## src/shared/rcs_pkg.sv

```systemverilog
// Constants, field layouts and types shared by the reset cause and state control block
`default_nettype none
package rcs_pkg;
	// ------------------------------------------------------------
	// Timing
	// ------------------------------------------------------------
	localparam int unsigned CLK_MHZ = 25;
	localparam int unsigned CLK_PERIOD_NS = 40;
	localparam int unsigned DRT_TIME_US = 18000;
	localparam int unsigned DRT_CYCLES = DRT_TIME_US * CLK_MHZ;
	// ------------------------------------------------------------
	// Bus geometry
	// ------------------------------------------------------------
	localparam int unsigned ADDR_W = 10;
	localparam int unsigned IDX_LSB = 2;
	localparam int unsigned IDX_W = 8;
	// ------------------------------------------------------------
	// Core file indices (byte address is four times the index)
	// ------------------------------------------------------------
	localparam logic [6:0] IDX_INDIRECT = 7'h00;
	localparam logic [6:0] IDX_TIMER = 7'h01;
	localparam logic [6:0] IDX_PC_LOW = 7'h02;
	localparam logic [6:0] IDX_FLAGS = 7'h03;
	localparam logic [6:0] IDX_POINTER = 7'h04;
	localparam logic [6:0] IDX_PORT_A = 7'h05;
	localparam logic [6:0] IDX_PORT_B = 7'h06;
	localparam logic [6:0] IDX_PORT_C = 7'h07;
	localparam logic [6:0] IDX_FILE_LO = 7'h08;
	localparam logic [6:0] IDX_FILE_TOP_LARGE = 7'h7F;
	localparam logic [6:0] IDX_FILE_TOP_SMALL = 7'h1F;
	// Control registers beyond the core file space
	localparam logic [7:0] REG_DIR_BASE = 8'h80;
	localparam logic [7:0] REG_OPTION = 8'h83;
	localparam logic [7:0] REG_WORK = 8'h84;
	localparam logic [7:0] REG_CAUSE_STAT = 8'h85;
	localparam logic [7:0] REG_CAUSE_MASK = 8'h86;
	localparam logic [7:0] REG_CORE_STATE = 8'h87;
	localparam int unsigned NUM_PORTS = 3;
	// ------------------------------------------------------------
	// Field positions and reset values
	// ------------------------------------------------------------
	localparam int unsigned FLAG_PAGE_HI = 7;
	localparam int unsigned FLAG_PAGE_LO = 5;
	localparam int unsigned FLAG_TIMEOUT = 4;
	localparam int unsigned FLAG_PWRDN = 3;
	localparam int unsigned FLAG_ARITH_HI = 2;
	localparam logic [2:0] PAGE_RESET = 3'h0;
	localparam logic [7:0] DIR_RESET = 8'hFF;
	localparam int unsigned OPTION_W = 6;
	localparam logic [OPTION_W-1:0] OPTION_RESET = 6'h3F;
	localparam logic PTR_TOP_LARGE = 1'h1;
	localparam logic [2:0] PTR_TOP_SMALL = 3'h7;
	// Timeout and power-down flag pairs {timeout, powerdown}
	localparam logic [1:0] TP_POWER_ON = 2'h3;
	localparam logic [1:0] TP_CLEAR_WAKE = 2'h2;
	localparam logic [1:0] TP_WATCH_RUN = 2'h1;
	localparam logic [1:0] TP_WATCH_WAKE = 2'h0;
	localparam logic [1:0] TP_SLEEP = 2'h2;
	localparam logic [1:0] TP_WATCH_CLEAR = 2'h3;
	// ------------------------------------------------------------
	// Types
	// ------------------------------------------------------------
	localparam int unsigned CAUSE_W = 5;
	typedef struct packed {
		logic watchdog_wake;
		logic watchdog_run;
		logic clear_wake;
		logic clear_run;
		logic power_on;
	} rcs_cause_s;
	typedef enum logic [1:0] {ST_HELD, ST_RUN, ST_SLEEP} rcs_state_e;
endpackage
`default_nettype wire

```

## src/design/rcs_pin_sync.sv

```systemverilog
// Three-stage pin synchroniser with agreement filter
`default_nettype none
`timescale 1ns/10ps
module rcs_pin_sync #(
	parameter int unsigned W = 2,
	parameter logic [W-1:0] RESET_VAL = '0
) (
	input wire logic clk_in,
	input wire logic rst_in,
	input wire logic [W-1:0] d_in,
	output logic [W-1:0] q_out
);
	logic [W-1:0] s1_r;
	logic [W-1:0] s2_r;
	logic [W-1:0] s3_r;

	// First stage feeds only the second
	always_ff @(posedge clk_in) begin
		if (rst_in) begin
			s1_r <= RESET_VAL;
			s2_r <= RESET_VAL;
			s3_r <= RESET_VAL;
		end else begin
			s1_r <= d_in;
			s2_r <= s1_r;
			s3_r <= s2_r;
		end
	end

	// A change counts only once stages two and three agree
	for (genvar b = 0; b < W; b++) begin : g_bit
		always_ff @(posedge clk_in) begin
			if (rst_in) begin
				q_out[b] <= RESET_VAL[b];
			end else if (s2_r[b] == s3_r[b]) begin
				q_out[b] <= s3_r[b];
			end
		end
	end
endmodule // rcs_pin_sync
`default_nettype wire

```

## src/design/rcs_release.sv

```systemverilog
// Core reset stretcher: immediate assertion, clocked release after a hold count
`default_nettype none
`timescale 1ns/10ps
module rcs_release #(
	parameter int unsigned HOLD_CYCLES = 450000
) (
	input wire logic clk_in,
	input wire logic rst_in,
	input wire logic trigger_in,
	input wire logic hold_in,
	output logic core_rst_out
);
	localparam int unsigned CW = $clog2(HOLD_CYCLES + 1);
	logic busy_r;
	logic [CW-1:0] cnt_r;

	// Assertion is combinational so no cycle is lost on entry
	assign core_rst_out = rst_in | trigger_in | hold_in | busy_r;

	// Count restarts while a cause or the held pin persists
	always_ff @(posedge clk_in) begin
		if (rst_in || trigger_in || hold_in) begin
			busy_r <= 1'b1;
			cnt_r <= CW'(HOLD_CYCLES);
		end else if (busy_r) begin
			if (cnt_r == '0) begin
				busy_r <= 1'b0;
			end else begin
				cnt_r <= cnt_r - 1'b1;
			end
		end
	end
endmodule // rcs_release
`default_nettype wire

```

## src/design/rcs_core_reset.sv

```systemverilog
// Reset cause detection, cause flags and reset-state core registers behind APB
//
// Operation
// - Five causes enter reset: power-on, clear pin running, clear pin sleeping, watchdog running, watchdog sleeping.
// - A clear pin or watchdog wake from sleep performs a full reset, never a resume.
// - Registers without reset are unknown at power-on and keep their contents through every other reset.
// - All other registers take their reset state on power-on, clear pin and watchdog reset alike, except cause status and mask, reset on power-on only.
// - The timeout and powerdown flags in core flags bits four and three record the reset cause.
// - Flag pairs are power-on 1,1; clear running unchanged; clear wake 1,0; watchdog running 0,1; watchdog wake 0,0.
// - Power-on gives core flags 0001 1xxx; other resets clear page bits, set cause flags except on clear running, keep arithmetic bits.
// - Every reset loads the program counter low byte with all ones.
// - Every reset sets all port direction registers and the six option bits to ones.
// - Work register, indirect location, timer count, ports and files 08-7Fh are not touched by reset.
// - The pointer top bit reads one on the larger variant, the top three bits on the smaller one.
// - On the smaller variant address 07h is a general file with general file reset behaviour.
// - The timeout flag reads one after power-up, watchdog clear or sleep, zero only after a watchdog timeout.
// - The powerdown flag reads one after power-up or watchdog clear, zero after sleep.
// - Reset points the program counter at the reset vector and selects page zero.
//
// Design decision made here: the APB slave port.
`default_nettype none
`timescale 1ns/10ps
module rcs_core_reset #(
	parameter bit LARGE_VARIANT = 1'b1,
	parameter int unsigned PC_W = 11,
	parameter int unsigned DRT_CYCLES_P = rcs_pkg::DRT_CYCLES
) (
	input wire logic CLOCK_IN,
	input wire logic RST_IN,
	input wire logic PSEL_IN,
	input wire logic PENABLE_IN,
	input wire logic PWRITE_IN,
	input wire logic [rcs_pkg::ADDR_W-1:0] PADDR_IN,
	input wire logic [31:0] PWDATA_IN,
	output logic [31:0] PRDATA_OUT,
	output logic PREADY_OUT,
	output logic PSLVERR_OUT,
	input wire logic EXTERNAL_CLEAR_PIN_N_IN,
	input wire logic WATCHDOG_TIMEOUT_IN,
	input wire logic SLEEP_INSTR_IN,
	input wire logic WATCHDOG_CLEAR_INSTR_IN,
	output logic CORE_RESET_OUT,
	output logic SLEEPING_OUT,
	output logic [PC_W-1:0] PC_OUT,
	output logic [rcs_pkg::NUM_PORTS-1:0][7:0] PORT_LATCH_OUT,
	output logic [rcs_pkg::NUM_PORTS-1:0][7:0] PORT_OE_N_OUT,
	output logic [rcs_pkg::OPTION_W-1:0] OPTION_OUT,
	output logic IRQ_OUT
);
	// ------------------------------------------------------------
	// Declarations
	// ------------------------------------------------------------
	localparam logic [6:0] FILE_TOP = LARGE_VARIANT ? rcs_pkg::IDX_FILE_TOP_LARGE : rcs_pkg::IDX_FILE_TOP_SMALL;
	localparam int unsigned FILE_DEPTH = 128;

	logic [1:0] pins_s;
	logic clear_n_s;
	logic watch_s;
	logic clear_prev_r;
	logic watch_prev_r;
	logic clear_evt;
	logic watch_evt;
	logic sleeping;
	logic any_cause;
	logic core_rst;
	rcs_pkg::rcs_cause_s cause;
	rcs_pkg::rcs_state_e state_r;
	logic [7:0] flags_r;
	logic [PC_W-1:0] pc_r;
	logic [6:0] ptr_r;
	logic [7:0] ptr_read;
	logic [6:0] ptr_addr;
	logic [rcs_pkg::NUM_PORTS-1:0][7:0] dir_r;
	logic [rcs_pkg::OPTION_W-1:0] option_r;
	logic [7:0] work_r;
	logic [7:0] timer_r;
	logic [rcs_pkg::NUM_PORTS-1:0][7:0] port_r;
	logic [7:0] gen_file_r [0:FILE_DEPTH-1];
	logic [rcs_pkg::CAUSE_W-1:0] cause_stat_r;
	logic [rcs_pkg::CAUSE_W-1:0] cause_mask_r;
	logic [31:0] prdata_r;
	logic [rcs_pkg::IDX_W-1:0] idx;
	logic in_file;
	logic mapped;
	logic wr_en;
	logic [6:0] target;
	logic target_is_file;
	logic [31:0] rd_val;

	// ------------------------------------------------------------
	// Pin synchronisers and cause detection
	// ------------------------------------------------------------
	// Pin idles high so power-up is not mistaken for a clear
	rcs_pin_sync #(
		.W(2),
		.RESET_VAL(2'h1)
	) u_pin_sync (
		.clk_in(CLOCK_IN),
		.rst_in(RST_IN),
		.d_in({WATCHDOG_TIMEOUT_IN, EXTERNAL_CLEAR_PIN_N_IN}),
		.q_out(pins_s)
	);
	assign clear_n_s = pins_s[0];
	assign watch_s = pins_s[1];

	// Edge history of the filtered pins
	always_ff @(posedge CLOCK_IN) begin
		if (RST_IN) begin
			clear_prev_r <= 1'b1;
			watch_prev_r <= 1'b0;
		end else begin
			clear_prev_r <= clear_n_s;
			watch_prev_r <= watch_s;
		end
	end

	// Clear pin wins when both arrive together
	assign sleeping = (state_r == rcs_pkg::ST_SLEEP);
	assign clear_evt = clear_prev_r & ~clear_n_s;
	assign watch_evt = ~watch_prev_r & watch_s & ~clear_evt;
	always_comb begin
		cause.power_on = RST_IN;
		cause.clear_run = ~RST_IN & clear_evt & ~sleeping;
		cause.clear_wake = ~RST_IN & clear_evt & sleeping;
		cause.watchdog_run = ~RST_IN & watch_evt & ~sleeping;
		cause.watchdog_wake = ~RST_IN & watch_evt & sleeping;
	end
	assign any_cause = cause.clear_run | cause.clear_wake | cause.watchdog_run | cause.watchdog_wake;

	// ------------------------------------------------------------
	// Common core reset
	// ------------------------------------------------------------
	// One reset for every cause, held while the pin stays low
	rcs_release #(
		.HOLD_CYCLES(DRT_CYCLES_P)
	) u_release (
		.clk_in(CLOCK_IN),
		.rst_in(RST_IN),
		.trigger_in(any_cause),
		.hold_in(~clear_n_s),
		.core_rst_out(core_rst)
	);
	assign CORE_RESET_OUT = core_rst;

	// Sleep is left only through a reset, never by resuming
	always_ff @(posedge CLOCK_IN) begin
		if (core_rst) begin
			state_r <= rcs_pkg::ST_HELD;
		end else begin
			case (state_r)
				rcs_pkg::ST_HELD: state_r <= rcs_pkg::ST_RUN;
				rcs_pkg::ST_RUN: if (SLEEP_INSTR_IN) state_r <= rcs_pkg::ST_SLEEP;
				rcs_pkg::ST_SLEEP: state_r <= rcs_pkg::ST_SLEEP;
				default: state_r <= rcs_pkg::ST_HELD;
			endcase
		end
	end
	assign SLEEPING_OUT = sleeping;

	// ------------------------------------------------------------
	// APB decode
	// ------------------------------------------------------------
	assign idx = PADDR_IN[rcs_pkg::IDX_LSB +: rcs_pkg::IDX_W];
	assign in_file = ~idx[7] & (idx[6:0] <= FILE_TOP);
	assign mapped = in_file | (idx >= rcs_pkg::REG_DIR_BASE && idx <= rcs_pkg::REG_CORE_STATE);
	assign wr_en = PSEL_IN & PENABLE_IN & PWRITE_IN & mapped;
	// Pointer reaches every file on the larger variant, 00h-1Fh on the smaller
	assign ptr_addr = LARGE_VARIANT ? ptr_r : {2'h0, ptr_r[4:0]};
	assign target = (idx[6:0] == rcs_pkg::IDX_INDIRECT) ? ptr_addr : idx[6:0];
	assign target_is_file = (target >= rcs_pkg::IDX_FILE_LO && target <= FILE_TOP) ||
		(!LARGE_VARIANT && target == rcs_pkg::IDX_PORT_C);
	// Unimplemented pointer bits always read as one
	assign ptr_read = LARGE_VARIANT ? {rcs_pkg::PTR_TOP_LARGE, ptr_r} :
		{rcs_pkg::PTR_TOP_SMALL, ptr_r[4:0]};

	// ------------------------------------------------------------
	// Core flags
	// ------------------------------------------------------------
	// Cause flags are read-only to software; arithmetic bits survive non power-on resets
	always_ff @(posedge CLOCK_IN) begin
		if (RST_IN) begin
			flags_r[rcs_pkg::FLAG_PAGE_HI:rcs_pkg::FLAG_PAGE_LO] <= rcs_pkg::PAGE_RESET;
			flags_r[rcs_pkg::FLAG_TIMEOUT:rcs_pkg::FLAG_PWRDN] <= rcs_pkg::TP_POWER_ON;
		end else if (any_cause) begin
			flags_r[rcs_pkg::FLAG_PAGE_HI:rcs_pkg::FLAG_PAGE_LO] <= rcs_pkg::PAGE_RESET;
			if (cause.clear_wake) begin
				flags_r[rcs_pkg::FLAG_TIMEOUT:rcs_pkg::FLAG_PWRDN] <= rcs_pkg::TP_CLEAR_WAKE;
			end else if (cause.watchdog_run) begin
				flags_r[rcs_pkg::FLAG_TIMEOUT:rcs_pkg::FLAG_PWRDN] <= rcs_pkg::TP_WATCH_RUN;
			end else if (cause.watchdog_wake) begin
				flags_r[rcs_pkg::FLAG_TIMEOUT:rcs_pkg::FLAG_PWRDN] <= rcs_pkg::TP_WATCH_WAKE;
			end
		end else if (core_rst) begin
			flags_r[rcs_pkg::FLAG_PAGE_HI:rcs_pkg::FLAG_PAGE_LO] <= rcs_pkg::PAGE_RESET;
		end else begin
			if (state_r == rcs_pkg::ST_RUN && SLEEP_INSTR_IN) begin
				flags_r[rcs_pkg::FLAG_TIMEOUT:rcs_pkg::FLAG_PWRDN] <= rcs_pkg::TP_SLEEP;
			end else if (state_r == rcs_pkg::ST_RUN && WATCHDOG_CLEAR_INSTR_IN) begin
				flags_r[rcs_pkg::FLAG_TIMEOUT:rcs_pkg::FLAG_PWRDN] <= rcs_pkg::TP_WATCH_CLEAR;
			end
			if (wr_en && in_file && target == rcs_pkg::IDX_FLAGS) begin
				flags_r[rcs_pkg::FLAG_PAGE_HI:rcs_pkg::FLAG_PAGE_LO] <=
					PWDATA_IN[rcs_pkg::FLAG_PAGE_HI:rcs_pkg::FLAG_PAGE_LO];
				flags_r[rcs_pkg::FLAG_ARITH_HI:0] <= PWDATA_IN[rcs_pkg::FLAG_ARITH_HI:0];
			end
		end
	end

	// ------------------------------------------------------------
	// Reset-state registers
	// ------------------------------------------------------------
	// Program counter lands on the reset vector
	always_ff @(posedge CLOCK_IN) begin
		if (core_rst) begin
			pc_r <= '1;
		end else if (wr_en && in_file && target == rcs_pkg::IDX_PC_LOW) begin
			pc_r[7:0] <= PWDATA_IN[7:0];
		end
	end
	assign PC_OUT = pc_r;

	// Every pin reverts to input on any reset
	for (genvar p = 0; p < rcs_pkg::NUM_PORTS; p++) begin : g_dir
		always_ff @(posedge CLOCK_IN) begin
			if (core_rst) begin
				dir_r[p] <= rcs_pkg::DIR_RESET;
			end else if (wr_en && idx == rcs_pkg::REG_DIR_BASE + 8'(p)) begin
				dir_r[p] <= PWDATA_IN[7:0];
			end
		end
		// Active-low enable equals the direction bit: one means input
		assign PORT_OE_N_OUT[p] = dir_r[p];
	end

	// Option register
	always_ff @(posedge CLOCK_IN) begin
		if (core_rst) begin
			option_r <= rcs_pkg::OPTION_RESET;
		end else if (wr_en && idx == rcs_pkg::REG_OPTION) begin
			option_r <= PWDATA_IN[rcs_pkg::OPTION_W-1:0];
		end
	end
	assign OPTION_OUT = option_r;

	// ------------------------------------------------------------
	// Registers without reset
	// ------------------------------------------------------------
	// No reset term: contents are unknown at power-up and survive other resets
	always_ff @(posedge CLOCK_IN) begin
		if (wr_en && idx == rcs_pkg::REG_WORK) work_r <= PWDATA_IN[7:0];
		if (wr_en && in_file && target == rcs_pkg::IDX_TIMER) timer_r <= PWDATA_IN[7:0];
		if (wr_en && in_file && target == rcs_pkg::IDX_POINTER) ptr_r <= PWDATA_IN[6:0];
		if (wr_en && in_file && target == rcs_pkg::IDX_PORT_A) port_r[0] <= PWDATA_IN[7:0];
		if (wr_en && in_file && target == rcs_pkg::IDX_PORT_B) port_r[1] <= PWDATA_IN[7:0];
		if (wr_en && in_file && LARGE_VARIANT && target == rcs_pkg::IDX_PORT_C) port_r[2] <= PWDATA_IN[7:0];
		if (wr_en && in_file && target_is_file) gen_file_r[target] <= PWDATA_IN[7:0];
	end
	assign PORT_LATCH_OUT = port_r;

	// ------------------------------------------------------------
	// Cause status and interrupt
	// ------------------------------------------------------------
	// Sticky cause bits, write one to clear; a new cause wins over the clear
	always_ff @(posedge CLOCK_IN) begin
		if (RST_IN) begin
			cause_stat_r <= rcs_pkg::CAUSE_W'(1);
		end else begin
			cause_stat_r <= (cause_stat_r & ~((wr_en && idx == rcs_pkg::REG_CAUSE_STAT) ?
				PWDATA_IN[rcs_pkg::CAUSE_W-1:0] : '0)) | cause;
		end
	end

	// Mask enables each cause onto the interrupt
	always_ff @(posedge CLOCK_IN) begin
		if (RST_IN) begin
			cause_mask_r <= '0;
		end else if (wr_en && idx == rcs_pkg::REG_CAUSE_MASK) begin
			cause_mask_r <= PWDATA_IN[rcs_pkg::CAUSE_W-1:0];
		end
	end
	assign IRQ_OUT = |(cause_stat_r & cause_mask_r);

	// ------------------------------------------------------------
	// APB read path
	// ------------------------------------------------------------
	// Read value chosen from the resolved target
	always_comb begin
		rd_val = '0;
		if (in_file) begin
			if (idx[6:0] == rcs_pkg::IDX_INDIRECT && ptr_addr == rcs_pkg::IDX_INDIRECT) rd_val = '0;
			else if (target_is_file) rd_val[7:0] = gen_file_r[target];
			else begin
				case (target)
					rcs_pkg::IDX_TIMER: rd_val[7:0] = timer_r;
					rcs_pkg::IDX_PC_LOW: rd_val[7:0] = pc_r[7:0];
					rcs_pkg::IDX_FLAGS: rd_val[7:0] = flags_r;
					rcs_pkg::IDX_POINTER: rd_val[7:0] = ptr_read;
					rcs_pkg::IDX_PORT_A: rd_val[7:0] = port_r[0];
					rcs_pkg::IDX_PORT_B: rd_val[7:0] = port_r[1];
					rcs_pkg::IDX_PORT_C: rd_val[7:0] = port_r[2];
					default: rd_val = '0;
				endcase
			end
		end else begin
			case (idx)
				rcs_pkg::REG_DIR_BASE: rd_val[7:0] = dir_r[0];
				rcs_pkg::REG_DIR_BASE + 8'h01: rd_val[7:0] = dir_r[1];
				rcs_pkg::REG_DIR_BASE + 8'h02: rd_val[7:0] = dir_r[2];
				rcs_pkg::REG_OPTION: rd_val[rcs_pkg::OPTION_W-1:0] = option_r;
				rcs_pkg::REG_WORK: rd_val[7:0] = work_r;
				rcs_pkg::REG_CAUSE_STAT: rd_val[rcs_pkg::CAUSE_W-1:0] = cause_stat_r;
				rcs_pkg::REG_CAUSE_MASK: rd_val[rcs_pkg::CAUSE_W-1:0] = cause_mask_r;
				rcs_pkg::REG_CORE_STATE: rd_val[2:0] = {sleeping, state_r == rcs_pkg::ST_RUN, core_rst};
				default: rd_val = '0;
			endcase
		end
	end

	// Read data captured in the setup cycle, so the access phase needs no wait
	always_ff @(posedge CLOCK_IN) begin
		if (RST_IN) begin
			prdata_r <= '0;
		end else if (PSEL_IN && !PENABLE_IN) begin
			prdata_r <= rd_val;
		end
	end
	assign PRDATA_OUT = prdata_r;
	assign PREADY_OUT = 1'b1;
	assign PSLVERR_OUT = PSEL_IN & PENABLE_IN & ~mapped;
endmodule // rcs_core_reset
`default_nettype wire

```

## config.mk

```make
export PLATFORM = sky130hd
export DESIGN_NAME = rcs_core_reset
export DESIGN_NICKNAME = d
export VERILOG_FILES = /design/src/shared/rcs_pkg.sv /design/src/design/rcs_pin_sync.sv /design/src/design/rcs_release.sv /design/src/design/rcs_core_reset.sv
export SDC_FILE = /design/constraint.sdc
export NUM_CORES = 1
export LEC_CHECK = 0
export ABC_CLOCK_PERIOD_IN_PS = 4460
export BUFFER_PORTS_ARGS = -buffer_cell sky130_fd_sc_hd__buf_2
export CAP_MARGIN = 20
export CORE_MARGIN = 5
export CORE_UTILIZATION = 45
export CTS_BUF_LIST = sky130_fd_sc_hd__clkbuf_8
export DETAILED_ROUTE_END_ITERATION = 7
export HOLD_SLACK_MARGIN = 0.05
export SLEW_MARGIN = 25
export SYNTH_ARGS = -nofsm -noshare
export SYNTH_HDL_FRONTEND = slang
export SYNTH_SLANG_ARGS = --single-unit
```

## constraint.sdc

```tcl
create_clock -name CLOCK_IN -period 4.46 [get_ports CLOCK_IN]
set_input_delay 0.892 -clock CLOCK_IN [delete_from_list [all_inputs] [get_ports CLOCK_IN]]
set_output_delay 0.892 -clock CLOCK_IN [all_outputs]
set_load 0.005 [all_outputs]
```

==> reports/metrics.cfg <==
[status]
status=finished, violations left
failed_checks=design-rule violations

[cts]
insertion_delay_ps=860
cts_tree=done
cts.repair.resized=0
root_buffer=clkbuf_8
ctsHoldBuffers=0
clk_pin_slew_ps=60
htree_num_levels=4
numCtsBuffers=183
clkSinkCount=1151
cts_buffer_depth=3
cts_setup_buffers=0

[final_layout]
stdcell_area_mm2=0.05242
layoutNonFillerInstCount=4979
fillers=8090
utilization_pct=53.41
areaGrowthSynthToFinish_pct=18.08
seqCellArea_mm2=0.03363
multi_input_area_mm2=0.009951
final_nets=3591
drive_gt1_share_pct=20.20

[die]
dieArea_mm2=0.1050
dieWidth_um=324.1
fp.dieH_um=324.1
core-area_mm2=0.09813
initial_core_util_pct=45.23
rows=115
num_io_pins=153

[setup_path]
critPathKind=flip-flop to flip-flop
crit_family=compound AO/OA/AOI/OAI gates
rr_startpoint=ptr_addr[1]$_DFFE_PP_
start_kind=flip-flop
cp_slowest_cell=a2111oi_0
cp_num_buf_inv=3
startpoint=ptr_addr[1]$_DFFE_PP_
crit_path_cell_trace=nor4b_1 > a21oi_4 > buf_12 > buf_4 > o221ai_1 > o22ai_1 > a2111oi_0 > buf_4 > a2111oi_0 > a31oi_1 > a211oi_1
endpoint_kind=flip-flop
crit_arrival_ps=4950
critPathRequiredTime_ps=5160
cpPeakStageDelay_ps=950
path_max_fanout=25

[yosys]
synth_ff_type=edfxtp_1
synth_seq_cells=1151
syn_area_mm2=0.04439
synth.distinct_cells=78
avgSynthCellArea_um2=14.75
synth_edf_count=1058
synthArstFlopShare_pct=0
syn_inst=3009
yosys_warnings=0
synth_seq_area_share_pct=75.77

[power]
p_per_area_mw_per_mm2=407.0
irDropWorstVdd_uv=211.2
p_leak_nw=17.73

[place]
gp_congestion=0.9149
pre_cts_slack_ps=-240.5
dp_cells=4637
portBuffers=98
placed_area_mm2=0.04909
hpwl_mm=93.08

[global_routing]
antenna_found_initial=5
grt_use_total_pct=26.66
grt_pass1_wl_mm=204.0
overflow=0
grt_pass1_vias=29290
grt_max_degree=112

[sta]
timing.final.crit_share_pct=95.42
skew_ps=37.75
relSlewSlack_pct=25.09
holdWs_ps=230.6
worst_pin_slew_ps=1115
finalWorstSetupSlack_ps=204.4
hold_viol_final=0
min_period_ps=4256
drv_slew=0
rsz0062_at_grt=false
setup_violations=0
fmax_mhz=235.0

[routing]
dr.pass1.iters=8
via_per_inst=6.144
wl_mm=142.3
drtIter0Drc=4108
vias=30590
drc=8
postRouteAntennaNets=0
wl_per_cell_um=28.59

[worst_hold_path]
min_from=EXTERNAL_CLEAR_PIN_N_IN
worst_hold_path_type=input pin to flip-flop

[flow_run]
maxCapViolCount=0

-- state kept, by name (all words and copies together), names as in the netlist, 7 cells and up --
| signal | count |
|---|---|
| PC_OUT | 8 |
| u_release.cnt_r | 19 |
| timer_r | 8 |
| PORT_LATCH_OUT | 24 |
| ptr_addr | 7 |
| flags_r | 8 |
| PRDATA_OUT | 8 |
| PORT_OE_N_OUT | 24 |
| gen_file_r | 1008 |
| work_r | 8 |
-- report_power, final --
part	internal, W	leakage (nW)	switching, W
clock	0.00400	1.95	0.00411
combinational	0.000416	5.48	0.000944
sequential	0.0118	10.3	0.0000292
-- cell type report --
cell class / count / share of cell area [%]
Antenna cell: 3 / 0.01432
Clock buffer: 189 / 4.963
Clock inverter: 149 / 1.308
Inverter: 11 / 0.07877
Multi-Input combinational cell: 1699 / 18.98
Sequential cell: 1151 / 64.17
Tap cell: 1287 / 3.072
Timing Repair Buffer: 490 / 7.414
-- worst paths after layout --
kind,slack (ps),cells after the start,to
setup / recovery,200,11,PRDATA_OUT[0]$_SDFFE_PP0P_
setup reg to reg,200,11,PRDATA_OUT[0]$_SDFFE_PP0P_
hold reg to reg,430,1,u_pin_sync.s2_r[0]$_SDFF_PP1_
hold / removal,230,2,u_pin_sync.s1_r[0]$_SDFF_PP1_
-- Yosys cell counts (31+ instances only) --
library cell	number	area, um^2
clkbuf_1	99	371.6
buf_4	34	255.2
edfxtp_1	1058	31770
dfxtp_1	93	1862
nand2_1	194	728.2
mux2i_1	43	430.4
a222oi_1	31	310.3
buf_2	63	315.3
nand3_1	51	255.2
o21ai_0	134	670.6
nor2_1	331	1242
nor3_1	88	440.4
a21oi_1	64	320.3
o221ai_1	82	718.2
o22ai_1	280	1752
-- stage by stage --
stage | TNS, ps | power, W
CTS | 0 | 0.02141
global route | 0 | 0.02201
global placement | -210.5 | 0.01339
floorplan | 0 | 0.01268
detailed placement | -300.6 | 0.01342
finish | 0 | 0.02133
-- routing by layer --
layer  track usage [%]  wire, um  up-vias
met5                 0        41        -
met2             41.03     64940     1933
met3             5.827     14860      351
li1                  -         -    13000
met1             37.15     56050    15300
met4             11.26      6451        6
-- worst register-to-register path: cells and delay by family, from the launching register on --
| family | cells | cell delay [ps] |
|---|---|---|
| buf+inv | 3 | 710 |
| flops | 1 | 630 |
| compound gates | 7 | 2180 |
| simple gates | 1 | 610 |
-- cells in the final DEF, fill, tap and decap left out, types with 14 or more instances in the layout --
cell,Yosys,final
clkbuf_8,0,189
a31oi_1,16,14
nor4_1,15,15
clkinv_1,1,45
o211ai_1,15,15
dfxtp_1,93,93
o221ai_1,82,82
nand3_1,51,51
nor3_1,88,87
a221oi_1,19,19
mux2i_1,43,43
inv_1,10,88
buf_12,0,34
edfxtp_1,1058,1058
o21ai_0,134,134
o22ai_1,280,280
nand2_1,194,194
conb_1,2,76
o22a_1,29,29
a21oi_1,64,63
buf_2,63,90
a22oi_1,19,19
nor2_1,331,328
buf_4,34,364
a222oi_1,31,31
-- cells by family after synthesis --
family,after synthesis,synth area share [%]
xor gates and xnor gates,13,0.2565
DFF,1151,75.77
other,2,0.01692
and+or+nand+nor,760,7.518
muxes,51,1.350
adders and majority gates,4,0.1128
AOI/OAI and AO/OA,795,12.32
buffers and inverters,233,2.655
Power figures use the tool's default switching activity.
